===== config.mk =====
export PLATFORM = sky130hd
export DESIGN_NAME = ddscc_core
export DESIGN_NICKNAME = d
export VERILOG_FILES = /design/src/verilog/ddscc_pkg.sv /design/src/verilog/ddscc_sine_rom.sv /design/src/verilog/ddscc_skid.sv /design/src/verilog/ddscc_core.sv
export VERILOG_INCLUDE_DIRS = /design/src /design/src/verilog
export SDC_FILE = /design/constraint.sdc
export NUM_CORES = 2
export LEC_CHECK = 0
export ABC_AREA = 1
export BUFFER_PORTS_ARGS = -buffer_cell sky130_fd_sc_hd__buf_4
export CAP_MARGIN = 20
export CORE_AREA = 2 2 241 243
export CTS_CLUSTER_DIAMETER = 150
export DETAILED_ROUTE_END_ITERATION = 8
export DIE_AREA = 0 0 243 245
export MAX_ROUTING_LAYER = met4
export PLACE_DENSITY = 0.74
export SLEW_MARGIN = 20
export SYNTH_ARGS = -nofsm -noshare
export SYNTH_HDL_FRONTEND = slang
export SYNTH_SLANG_ARGS = --single-unit
export TNS_END_PERCENT = 30

===== constraint.sdc =====
create_clock -name clk -period 30.2 [get_ports clk]
set_input_delay 1.51 -clock clk [delete_from_list [all_inputs] [get_ports clk]]
set_output_delay 1.51 -clock clk [all_outputs]
set_load 0.01 [all_outputs]

===== src/verilog/ddscc_defs.svh =====
// constants: offsets, fields, reset values and timing counts
`ifndef DDSCC_DEFS_SVH
`define DDSCC_DEFS_SVH
// word offsets of registers (printed offsets kept as indices)
`define DDSCC_IDX_CFG_ONE 6'h00
`define DDSCC_IDX_CFG_TWO 6'h01
`define DDSCC_IDX_CFG_THREE 6'h02
`define DDSCC_IDX_CFG_FOUR 6'h03
`define DDSCC_IDX_FREQ 6'h04
`define DDSCC_IDX_PHASE_AMP 6'h0c
`define DDSCC_IDX_STATUS 6'h1b
// field positions
`define DDSCC_BIT_SINE_SEL 16
`define DDSCC_BIT_OSC_CAL 24
`define DDSCC_BIT_PLL_EN 18
`define DDSCC_BIT_MOD_EN 0
`define DDSCC_BIT_DAC_CAL 24
`define DDSCC_BIT_LOCK 24
`define DDSCC_BIT_OSC_BUSY 1
`define DDSCC_BIT_DAC_BUSY 0
`define DDSCC_FLD_FB_LO 8
`define DDSCC_FB_MIN 8'h0a
`define DDSCC_FB_MAX 8'hff
// reset values
`define DDSCC_RST_CFG_ONE 32'h0000_0000
`define DDSCC_RST_CFG_THREE 32'h0000_1900
`define DDSCC_RST_FREQ 32'h0000_0000
`define DDSCC_RST_PHASE_AMP 32'h0fff_0000
// timing
`define DDSCC_DAC_CAL_CYCLES 469632
`define DDSCC_MOD_PERIOD 24
`define DDSCC_OSC_CAL_CYCLES 1024
`define DDSCC_LOCK_CYCLES 256
`endif


===== src/verilog/ddscc_pkg.sv =====
// types shared by the synthesizer core
package ddscc_pkg;
  typedef struct packed {
    logic [31:0] freq;
    logic [15:0] phase;
    logic [11:0] amp;
    logic sine_sel;
  } ddscc_ctrl_t;
  typedef enum logic [1:0] {
    ddscc_cal_idle = 2'b00,
    ddscc_cal_osc = 2'b01,
    ddscc_cal_dac = 2'b10
  } ddscc_cal_t;
endpackage : ddscc_pkg


===== src/verilog/ddscc_sine_rom.sv =====
// full-wave parabolic sine generator, combinational
`timescale 1ns/1ps
module ddscc_sine_rom
  import ddscc_pkg::*;
(
  input wire logic [15:0] phase,
  output logic signed [11:0] value
);
  // ---------------------------------------------------------------------
  // parabolic approximation: keeps area tiny, costs some spur purity
  // ---------------------------------------------------------------------
  // one parabola per half cycle; the peak is clipped to 11 bits
  function automatic logic [10:0] ddscc_half(input logic [14:0] x);
    logic [15:0] rest;
    logic [31:0] p;
    rest = 16'h8000 - {1'b0, x};
    p = {17'h00000, x} * {16'h0000, rest};
    ddscc_half = p[28] ? 11'h7ff : p[27:17];
  endfunction : ddscc_half
  wire [10:0] mag = ddscc_half(phase[14:0]);
  wire [11:0] mag_ext = {1'b0, mag};
  assign value = phase[15] ? -$signed(mag_ext) : $signed(mag_ext);
endmodule : ddscc_sine_rom


===== src/verilog/ddscc_skid.sv =====
// two-entry buffer with valid and ready on both sides
`timescale 1ns/1ps
module ddscc_skid #(
  parameter int WIDTH = 12
) (
  input wire logic clk,
  input wire logic rst_b,
  input wire logic ce,
  input wire logic in_valid,
  output logic in_ready,
  input wire logic [WIDTH-1:0] in_data,
  output logic out_valid,
  input wire logic out_ready,
  output logic [WIDTH-1:0] out_data
);
  logic [WIDTH-1:0] mem_r [2];
  logic [1:0] cnt_r;
  logic rd_r, wr_r;
  wire push = ce && in_valid && in_ready;
  wire pop = ce && out_valid && out_ready;
  assign in_ready = cnt_r != 2'd2;
  assign out_valid = cnt_r != 2'd0;
  assign out_data = mem_r[rd_r];
  always_ff @(posedge clk or negedge rst_b) begin
    if (!rst_b) begin
      cnt_r <= 2'd0;
      rd_r <= 1'b0;
      wr_r <= 1'b0;
    end else begin
      if (push) wr_r <= ~wr_r;
      if (pop) rd_r <= ~rd_r;
      cnt_r <= cnt_r + {1'b0, push} - {1'b0, pop};
    end
  end
  always_ff @(posedge clk) begin
    if (push) mem_r[wr_r] <= in_data;
  end
endmodule : ddscc_skid


===== src/verilog/ddscc_core.sv =====
// synthesizer core: accumulator, offset, scaling, calibration sequencing
//
// Local design decisions: the placing of the registers and the Avalon-MM register port.
`timescale 1ns/1ps
`include "ddscc_defs.svh"
module ddscc_core
  import ddscc_pkg::*;
#(
  parameter int DAC_CAL_CYCLES = `DDSCC_DAC_CAL_CYCLES,
  parameter int OSC_CAL_CYCLES = `DDSCC_OSC_CAL_CYCLES,
  parameter int LOCK_CYCLES = `DDSCC_LOCK_CYCLES
) (
  input wire logic clk,
  input wire logic rst_b,
  input wire logic ce,
  input wire logic [7:0] avs_address,
  input wire logic avs_read,
  input wire logic avs_write,
  input wire logic [31:0] avs_writedata,
  input wire logic [3:0] avs_byteenable,
  output logic [31:0] avs_readdata,
  output logic avs_waitrequest,
  input wire logic ref_stable,
  input wire logic pll_locked_in,
  input wire logic [31:0] mod_data,
  input wire logic mod_valid,
  output logic mod_ready,
  output logic [11:0] dac_sample,
  output logic dac_valid,
  input wire logic dac_ready,
  output logic pll_path_sel,
  output logic [8:0] pll_mult,
  output logic pll_locked
);
  // ---------------------------------------------------------------------
  // registers
  // ---------------------------------------------------------------------
  logic [31:0] cfg_one_r, cfg_two_r, cfg_three_r, cfg_four_r;
  logic [31:0] freq_r;
  logic [31:0] phase_amp_r;
  logic wait_r;
  logic [31:0] rdata_r;
  ddscc_cal_t cal_r, cal_nxt;
  logic [18:0] cal_cnt_r;
  logic osc_trig_q_r, dac_trig_q_r, osc_done_r;
  logic dac_done_r;
  logic [8:0] lock_cnt_r;
  logic lock_r;
  logic [4:0] mod_cnt_r;
  logic [31:0] acc_r;
  ddscc_ctrl_t live_r;
  logic [11:0] samp_r;
  logic samp_v_r;
  logic [11:0] dac_r;
  logic dac_v_r;

  // ---------------------------------------------------------------------
  // bus decode
  // ---------------------------------------------------------------------
  function automatic logic [31:0] ddscc_merge(input logic [31:0] old,
      input logic [31:0] wd, input logic [3:0] be);
    for (int i = 0; i < 4; i++) begin
      old[i*8 +: 8] = be[i] ? wd[i*8 +: 8] : old[i*8 +: 8];
    end
    ddscc_merge = old;
  endfunction : ddscc_merge
  wire [5:0] idx = avs_address[7:2];
  wire req = (avs_read || avs_write) && wait_r;
  // write lands on the edge where waitrequest is seen low
  wire wr_go = ce && avs_write && !wait_r;
  wire hit_one = idx == `DDSCC_IDX_CFG_ONE;
  wire hit_two = idx == `DDSCC_IDX_CFG_TWO;
  wire hit_three = idx == `DDSCC_IDX_CFG_THREE;
  wire hit_four = idx == `DDSCC_IDX_CFG_FOUR;
  wire hit_freq = idx == `DDSCC_IDX_FREQ;
  wire hit_pa = idx == `DDSCC_IDX_PHASE_AMP;
  wire hit_stat = idx == `DDSCC_IDX_STATUS;
  wire [31:0] status_w = ({31'h0, lock_r} << `DDSCC_BIT_LOCK) |
    ({31'h0, cal_r == ddscc_cal_osc} << `DDSCC_BIT_OSC_BUSY) |
    ({31'h0, cal_r == ddscc_cal_dac} << `DDSCC_BIT_DAC_BUSY) |
    ({31'h0, osc_done_r} << 2) | ({31'h0, dac_done_r} << 3);
  wire [31:0] rd_mux = hit_one ? cfg_one_r : hit_two ? cfg_two_r :
    hit_three ? cfg_three_r : hit_four ? cfg_four_r :
    hit_freq ? freq_r : hit_pa ? phase_amp_r :
    hit_stat ? status_w : 32'h0000_0000;
  // divider field limited to its legal range on write
  wire [31:0] three_m = ddscc_merge(cfg_three_r, avs_writedata,
                                    avs_byteenable);
  wire [7:0] fb_raw = three_m[15:8];
  wire [7:0] fb_ok = (fb_raw < `DDSCC_FB_MIN) ? `DDSCC_FB_MIN : fb_raw;
  wire [31:0] three_nxt = {three_m[31:16], fb_ok, three_m[7:0]};

  always_ff @(posedge clk or negedge rst_b) begin
    if (!rst_b) begin
      wait_r <= 1'b1;
      rdata_r <= 32'h0000_0000;
    end else if (ce) begin
      wait_r <= !req;
      if (req && avs_read) rdata_r <= rd_mux;
    end
  end
  assign avs_waitrequest = wait_r;
  assign avs_readdata = rdata_r;

  always_ff @(posedge clk or negedge rst_b) begin
    if (!rst_b) begin
      cfg_one_r <= `DDSCC_RST_CFG_ONE;
      cfg_two_r <= 32'h0000_0000;
      cfg_three_r <= `DDSCC_RST_CFG_THREE;
      cfg_four_r <= 32'h0000_0000;
      freq_r <= `DDSCC_RST_FREQ;
      phase_amp_r <= `DDSCC_RST_PHASE_AMP;
    end else if (wr_go) begin
      if (hit_one) cfg_one_r <= ddscc_merge(cfg_one_r, avs_writedata,
                                           avs_byteenable);
      if (hit_two) cfg_two_r <= ddscc_merge(cfg_two_r, avs_writedata,
                                           avs_byteenable);
      if (hit_three) cfg_three_r <= three_nxt;
      if (hit_four) cfg_four_r <= ddscc_merge(cfg_four_r, avs_writedata,
                                             avs_byteenable);
      if (hit_freq) freq_r <= ddscc_merge(freq_r, avs_writedata,
                                          avs_byteenable);
      if (hit_pa) phase_amp_r <= ddscc_merge(phase_amp_r, avs_writedata,
                                             avs_byteenable);
    end
  end

  // ---------------------------------------------------------------------
  // calibration sequencer
  // ---------------------------------------------------------------------
  wire osc_trig = cfg_one_r[`DDSCC_BIT_OSC_CAL];
  wire dac_trig = cfg_four_r[`DDSCC_BIT_DAC_CAL];
  wire osc_rise = osc_trig && !osc_trig_q_r;
  // trigger level is written by software; the clear of the bit starts DAC calibration
  wire dac_fall = !dac_trig && dac_trig_q_r;
  wire pll_en = cfg_three_r[`DDSCC_BIT_PLL_EN];
  wire cal_end = cal_cnt_r == 19'd1;
  always_comb begin
    cal_nxt = cal_r;
    unique case (cal_r)
      ddscc_cal_idle: begin
        if (osc_rise && pll_en && ref_stable) cal_nxt = ddscc_cal_osc;
        else if (dac_fall) cal_nxt = ddscc_cal_dac;
      end
      ddscc_cal_osc: if (cal_end) cal_nxt = ddscc_cal_idle;
      ddscc_cal_dac: if (cal_end) cal_nxt = ddscc_cal_idle;
      default: cal_nxt = ddscc_cal_idle;
    endcase
  end
  always_ff @(posedge clk or negedge rst_b) begin
    if (!rst_b) begin
      cal_r <= ddscc_cal_idle;
      cal_cnt_r <= 19'd0;
      osc_trig_q_r <= 1'b0;
      dac_trig_q_r <= 1'b0;
      osc_done_r <= 1'b0;
      dac_done_r <= 1'b0;
    end else if (ce) begin
      cal_r <= cal_nxt;
      osc_trig_q_r <= osc_trig;
      dac_trig_q_r <= dac_trig;
      if (cal_r == ddscc_cal_idle && cal_nxt == ddscc_cal_osc) begin
        cal_cnt_r <= 19'(OSC_CAL_CYCLES);
        osc_done_r <= 1'b0;
      end else if (cal_r == ddscc_cal_idle && cal_nxt == ddscc_cal_dac) begin
        cal_cnt_r <= 19'(DAC_CAL_CYCLES);
        dac_done_r <= 1'b0;
      end else if (cal_r != ddscc_cal_idle) begin
        cal_cnt_r <= cal_cnt_r - 19'd1;
        if (cal_end && cal_r == ddscc_cal_osc) osc_done_r <= 1'b1;
        if (cal_end && cal_r == ddscc_cal_dac) dac_done_r <= 1'b1;
      end
    end
  end

  // ---------------------------------------------------------------------
  // clock path and lock flag
  // ---------------------------------------------------------------------
  always_ff @(posedge clk or negedge rst_b) begin
    if (!rst_b) begin
      lock_cnt_r <= 9'd0;
      lock_r <= 1'b0;
      pll_path_sel <= 1'b0;
      pll_mult <= 9'h000;
    end else if (ce) begin
      pll_path_sel <= pll_en;
      pll_mult <= {cfg_three_r[15:8], 1'b0};
      // qualified lock: never claimed during oscillator calibration
      if (!pll_en || !pll_locked_in || cal_r == ddscc_cal_osc) begin
        lock_cnt_r <= 9'd0;
        lock_r <= 1'b0;
      end else if (lock_cnt_r != 9'(LOCK_CYCLES)) begin
        lock_cnt_r <= lock_cnt_r + 9'd1;
      end else begin
        lock_r <= 1'b1;
      end
    end
  end
  assign pll_locked = lock_r;

  // ---------------------------------------------------------------------
  // modulation: one parameter word taken every 24 clocks at most
  // ---------------------------------------------------------------------
  wire mod_en = cfg_two_r[`DDSCC_BIT_MOD_EN];
  wire [1:0] mod_dest = cfg_two_r[2:1];
  wire mod_slot = mod_cnt_r == 5'd0;
  wire mod_take = ce && mod_en && mod_valid && mod_slot;
  wire dst_f = mod_en && mod_dest == 2'd0;
  wire dst_p = mod_en && mod_dest == 2'd1;
  wire dst_a = mod_en && mod_dest[1];
  // modulated value holds until the next slot, never reverts early
  wire [31:0] freq_sel = !dst_f ? freq_r :
    mod_take ? mod_data : live_r.freq;
  wire [15:0] phase_sel = !dst_p ? phase_amp_r[15:0] :
    mod_take ? mod_data[31:16] : live_r.phase;
  wire [11:0] amp_sel = !dst_a ? phase_amp_r[27:16] :
    mod_take ? mod_data[31:20] : live_r.amp;
  always_ff @(posedge clk or negedge rst_b) begin
    if (!rst_b) begin
      mod_cnt_r <= 5'd0;
      mod_ready <= 1'b0;
    end else if (ce) begin
      if (mod_take) mod_cnt_r <= 5'(`DDSCC_MOD_PERIOD - 1);
      else if (!mod_slot) mod_cnt_r <= mod_cnt_r - 5'd1;
      mod_ready <= mod_en && (mod_cnt_r <= 5'd1) && !mod_take;
    end
  end

  // ---------------------------------------------------------------------
  // datapath
  // ---------------------------------------------------------------------
  wire stall = dac_v_r && !dac_ready;
  always_ff @(posedge clk or negedge rst_b) begin
    if (!rst_b) begin
      live_r <= '0;
    end else if (ce) begin
      live_r.sine_sel <= cfg_one_r[`DDSCC_BIT_SINE_SEL];
      live_r.freq <= freq_sel;
      live_r.phase <= phase_sel;
      live_r.amp <= amp_sel;
    end
  end
  // phase accumulator: adds the live frequency word on every enabled clock
  always_ff @(posedge clk or negedge rst_b) begin
    if (!rst_b) acc_r <= 32'h0000_0000;
    else if (ce) acc_r <= acc_r + live_r.freq;
  end
  wire [15:0] lut_phase = acc_r[31:16] + live_r.phase +
                          (live_r.sine_sel ? 16'h0000 : 16'h4000);
  logic signed [11:0] wave;
  ddscc_sine_rom u_rom (
    .phase(lut_phase),
    .value(wave)
  );
  wire signed [24:0] prod = wave * $signed({1'b0, live_r.amp});
  wire [11:0] scaled = prod[23:12];
  wire [11:0] offset_bin = {~scaled[11], scaled[10:0]};
  always_ff @(posedge clk or negedge rst_b) begin
    if (!rst_b) begin
      samp_r <= 12'h800;
      samp_v_r <= 1'b0;
    end else if (ce && (buf_in_ready || !samp_v_r)) begin
      // a full buffer holds this word, so a stall loses none
      samp_r <= offset_bin;
      samp_v_r <= cal_r != ddscc_cal_dac;
    end
  end
  logic [11:0] buf_data;
  logic buf_valid, buf_in_ready;
  ddscc_skid #(.WIDTH(12)) u_buf (
    .clk(clk),
    .rst_b(rst_b),
    .ce(ce),
    .in_valid(samp_v_r),
    .in_ready(buf_in_ready),
    .in_data(samp_r),
    .out_valid(buf_valid),
    .out_ready(!stall),
    .out_data(buf_data)
  );
  always_ff @(posedge clk or negedge rst_b) begin
    if (!rst_b) begin
      dac_r <= 12'h800;
      dac_v_r <= 1'b0;
    end else if (ce && !stall) begin
      dac_r <= buf_data;
      dac_v_r <= buf_valid;
    end
  end
  assign dac_sample = dac_r;
  assign dac_valid = dac_v_r;
endmodule : ddscc_core


==> results.cfg <==
[global_route]
antenna_found_initial = 2
grtUsageTotal_pct = 31.13
busiest_layer = met2
use_met2_pct = 51.11
grt_use_met3_pct = 3.641
grt_pass1_vias = 28020
grt_max_degree = 167
globalRouteOverflowTotal = 0
use_met1_pct = 39.95
grt_pass1_wl_mm = 144.1

[clock_tree]
clkSinkCount = 422
clockRootBuffer = clkbuf_16
clkLatencyLatePin_ps = 600
cts_tree = built
clkTransAtPathRegs_ps = 60
cts_resized = 0
post_cts_hold_buffer_count = 0
htree_levels = 2
cts.path.max_buffers = 3
post-cts-setup-buffers = 0
cts_buffers = 46

[sta]
hold_viol = 0
rsz0062_at_grt = no
layout_min_cycle_time_ps = 15450
setup_viol = 0
period_share_pct = 51.15
tightest_slew_ps = 1081
fin_ws_ps = 14750
max_freq_mhz = 64.74
finClkSkew_ps = 17.53
fin_tns_setup_ps = 0
final_max_slew_viol_count = 0
relSlewSlack_pct = 27.70

[run]
max_cap_violations = 0

[min_path]
min-delay-start = lock_cnt_r[7]$_DFFE_PN0P_
whs_endpoint = lock_cnt_r[7]$_DFFE_PN0P_
hold_class = register to register
min_path_cells = 1

[final_layout]
layout_commonest_cell = nand2_1
num-fill-cells = 5018
syn_to_final_growth_pct = 9.896
layout-drive-gt1-share_pct = 7.590
nets = 4942
layout_common_cells = nand2_1 (1052), inv_1 (697), nor2_1 (405)

[setup_path]
crit_path_frequent_cell = inv_1
ff2ff_setup_slack_ps = 14750
crit_type = register to register
critPathRequiredTime_ps = 30720
reg2reg_to = samp_r[11]$_DFFE_PN1P_
slowest_stage = xor2_1
cpPeakStageDelay_ps = 860
start_kind = register
r2r_cells = 66
cp_max_fo = 14
end_kind = register
cp.arrival_ps = 15970
r2r-start = live_r[14]$_DFFE_PN0P_

[drt]
drt_iter0_markers = 2141
wl_mm = 87.71
firstDrtPassIters = 6
route.detailed.wl_per_inst_um = 17.06
final_antenna_net_count = 0
vias = 28340
vias_per_cell = 5.512
drcViolationCount = 0

[synth]
synth_seq_cells = 422
synthAdderAreaFrac_pct = 25.29
synth_edf_count = 24
syn_area_mm2 = 0.03391
synth_top_family_by_area = adder cells
synth_area_leader_cell = dfrtp_1
yosys.area_share.simple_pct = 21.25
synthDistinctLibCells = 64
synth_compound_area_share_pct = 10.84
ys_warn_count = 0
syn_inst = 4254
synth_xor_area_share_pct = 1.369
synth_top_area_share_pct = 28.04
synth-main-ff-cell = dfrtp_1
synth.avg_cell_area_um2 = 7.972
seq_area_frac_synth_pct = 31.56
async_reset_ff_share_pct = 94.31
synth.area.mux_share_pct = 0
synth_area_leaders = dfrtp_1 (28%), fa_1 (16%), nand2_1 (12%)

[placement]
port_buffers = 139
pre_cts_slack_ps = 14940
hpwl_mm = 67.85
place.gp.congestion = 0.9568

[floorplanning]
core_area_mm2 = 0.05703
die_w_um = 243
start_util_pct = 59.46
rows = 88
io_pins = 143
die_y_um = 245
die_area_mm2 = 0.05954

[status]
outcome = finished clean
[registers in the layout (all words and copies together), names as in the netlist, 2 cells and up]
signal and cells:
cfg_four_r 32, cfg_three_r 32, phase_amp_r 32, u_buf.cnt_r 2, u_buf.mem_r 24, cfg_two_r 32
avs_readdata 32, pll_mult 8, live_r 61, samp_r 12, dac_sample 12, lock_cnt_r 9
acc_r 32, mod_cnt_r 5, cal_cnt_r 19, cal_r 2, freq_r 32, cfg_one_r 32
[worst max path at each step]
stage,start,end,slack (ps),cells after the start
3_5_place_dp,live_r[14]$_DFFE_PN0P_,samp_r[11]$_DFFE_PN1P_,14940,66
6_report,live_r[14]$_DFFE_PN0P_,samp_r[11]$_DFFE_PN1P_,14750,66
4_1_cts,live_r[14]$_DFFE_PN0P_,samp_r[11]$_DFFE_PN1P_,14880,67
5_1_grt,acc_r[17]$_DFFE_PN0P_,samp_r[11]$_DFFE_PN1P_,13780,66
3_3_place_gp,live_r[14]$_DFFE_PN0P_,samp_r[11]$_DFFE_PN1P_,14980,66
2_1_floorplan,acc_r[17]$_DFFE_PN0P_,samp_r[6]$_DFFE_PN0P_,17200,64
[worst max-delay path, delay by kind of cell, from the launching register on]
family	cells	cell delay, ps
adders and majority gates	18	7920
and+or+nand+nor	29	3850
buffers and inverters	14	1430
xor gates and xnor gates	2	1120
AOI/OAI and AO/OA	3	590
DFF	1	430
[stage by stage]
stage | cells | util, % | area, um^2 | hold slack (ps)
after floorplan | 4266 | - | 33960 | 432.0
after global placement | 5056 | 62.42 | 35600 | 449.3
after detailed placement | 5056 | 62.42 | 35600 | 451.0
after CTS | 5139 | 65.30 | 37240 | 463.3
after global routing | 5141 | 65.34 | 37270 | 466.3
final | 5141 | 65.34 | 37270 | 462.2
[cell type report]
type,count,area [um^2],share of cell area (%)
timing repair buffer,160,1225,3.287
multi-input combinational,2989,20030,53.75
clock inverter,17,316.6,0.8494
inverter,720,2703,7.252
clock buffer,66,1326,3.559
antenna,2,5.005,0.01343
tap,765,957.2,2.568
sequential,422,10700,28.72
[Yosys cell counts (all sizes together) (4+ instances only)]
master      n
inv       709
xnor2      20
nor3       32
o21ai     318
o211ai     14
o31ai       8
clkinv     11
o21a        4
dfrtp     380
dfstp      18
buf        31
nor4        5
a31oi      83
a221oi     18
ha        239
clkbuf    102
nand3     179
nand3b      6
or2        19
o2111ai     7
nor2      411
fa        279
o21bai      8
nand4      34
a22oi      15
o22ai      13
edfxtp     24
a21oi     142
xor2       30
nand2    1067
a21o       13
[cells by family (layout without fill, tap and decap cells)]
group | Yosys count | in the layout
AO/OA/AOI/OAI | 649 | 649
XOR/XNOR | 50 | 50
adder cells (fa/ha/maj) | 518 | 518
buffers and inverters | 855 | 963
flip-flops | 422 | 422
other | 2 | 16
AND/OR/NAND/NOR | 1758 | 1758
[layer usage]
layer	share of wire (%)	vias to the layer above
li1	-	13610
met5	0	-
met2	48	914
met1	42	13590
met4	4.2	0
met3	6.2	220
Power is not shown: default switching activity piles up to over one toggle a cycle in this logic, so the estimate is an artifact.
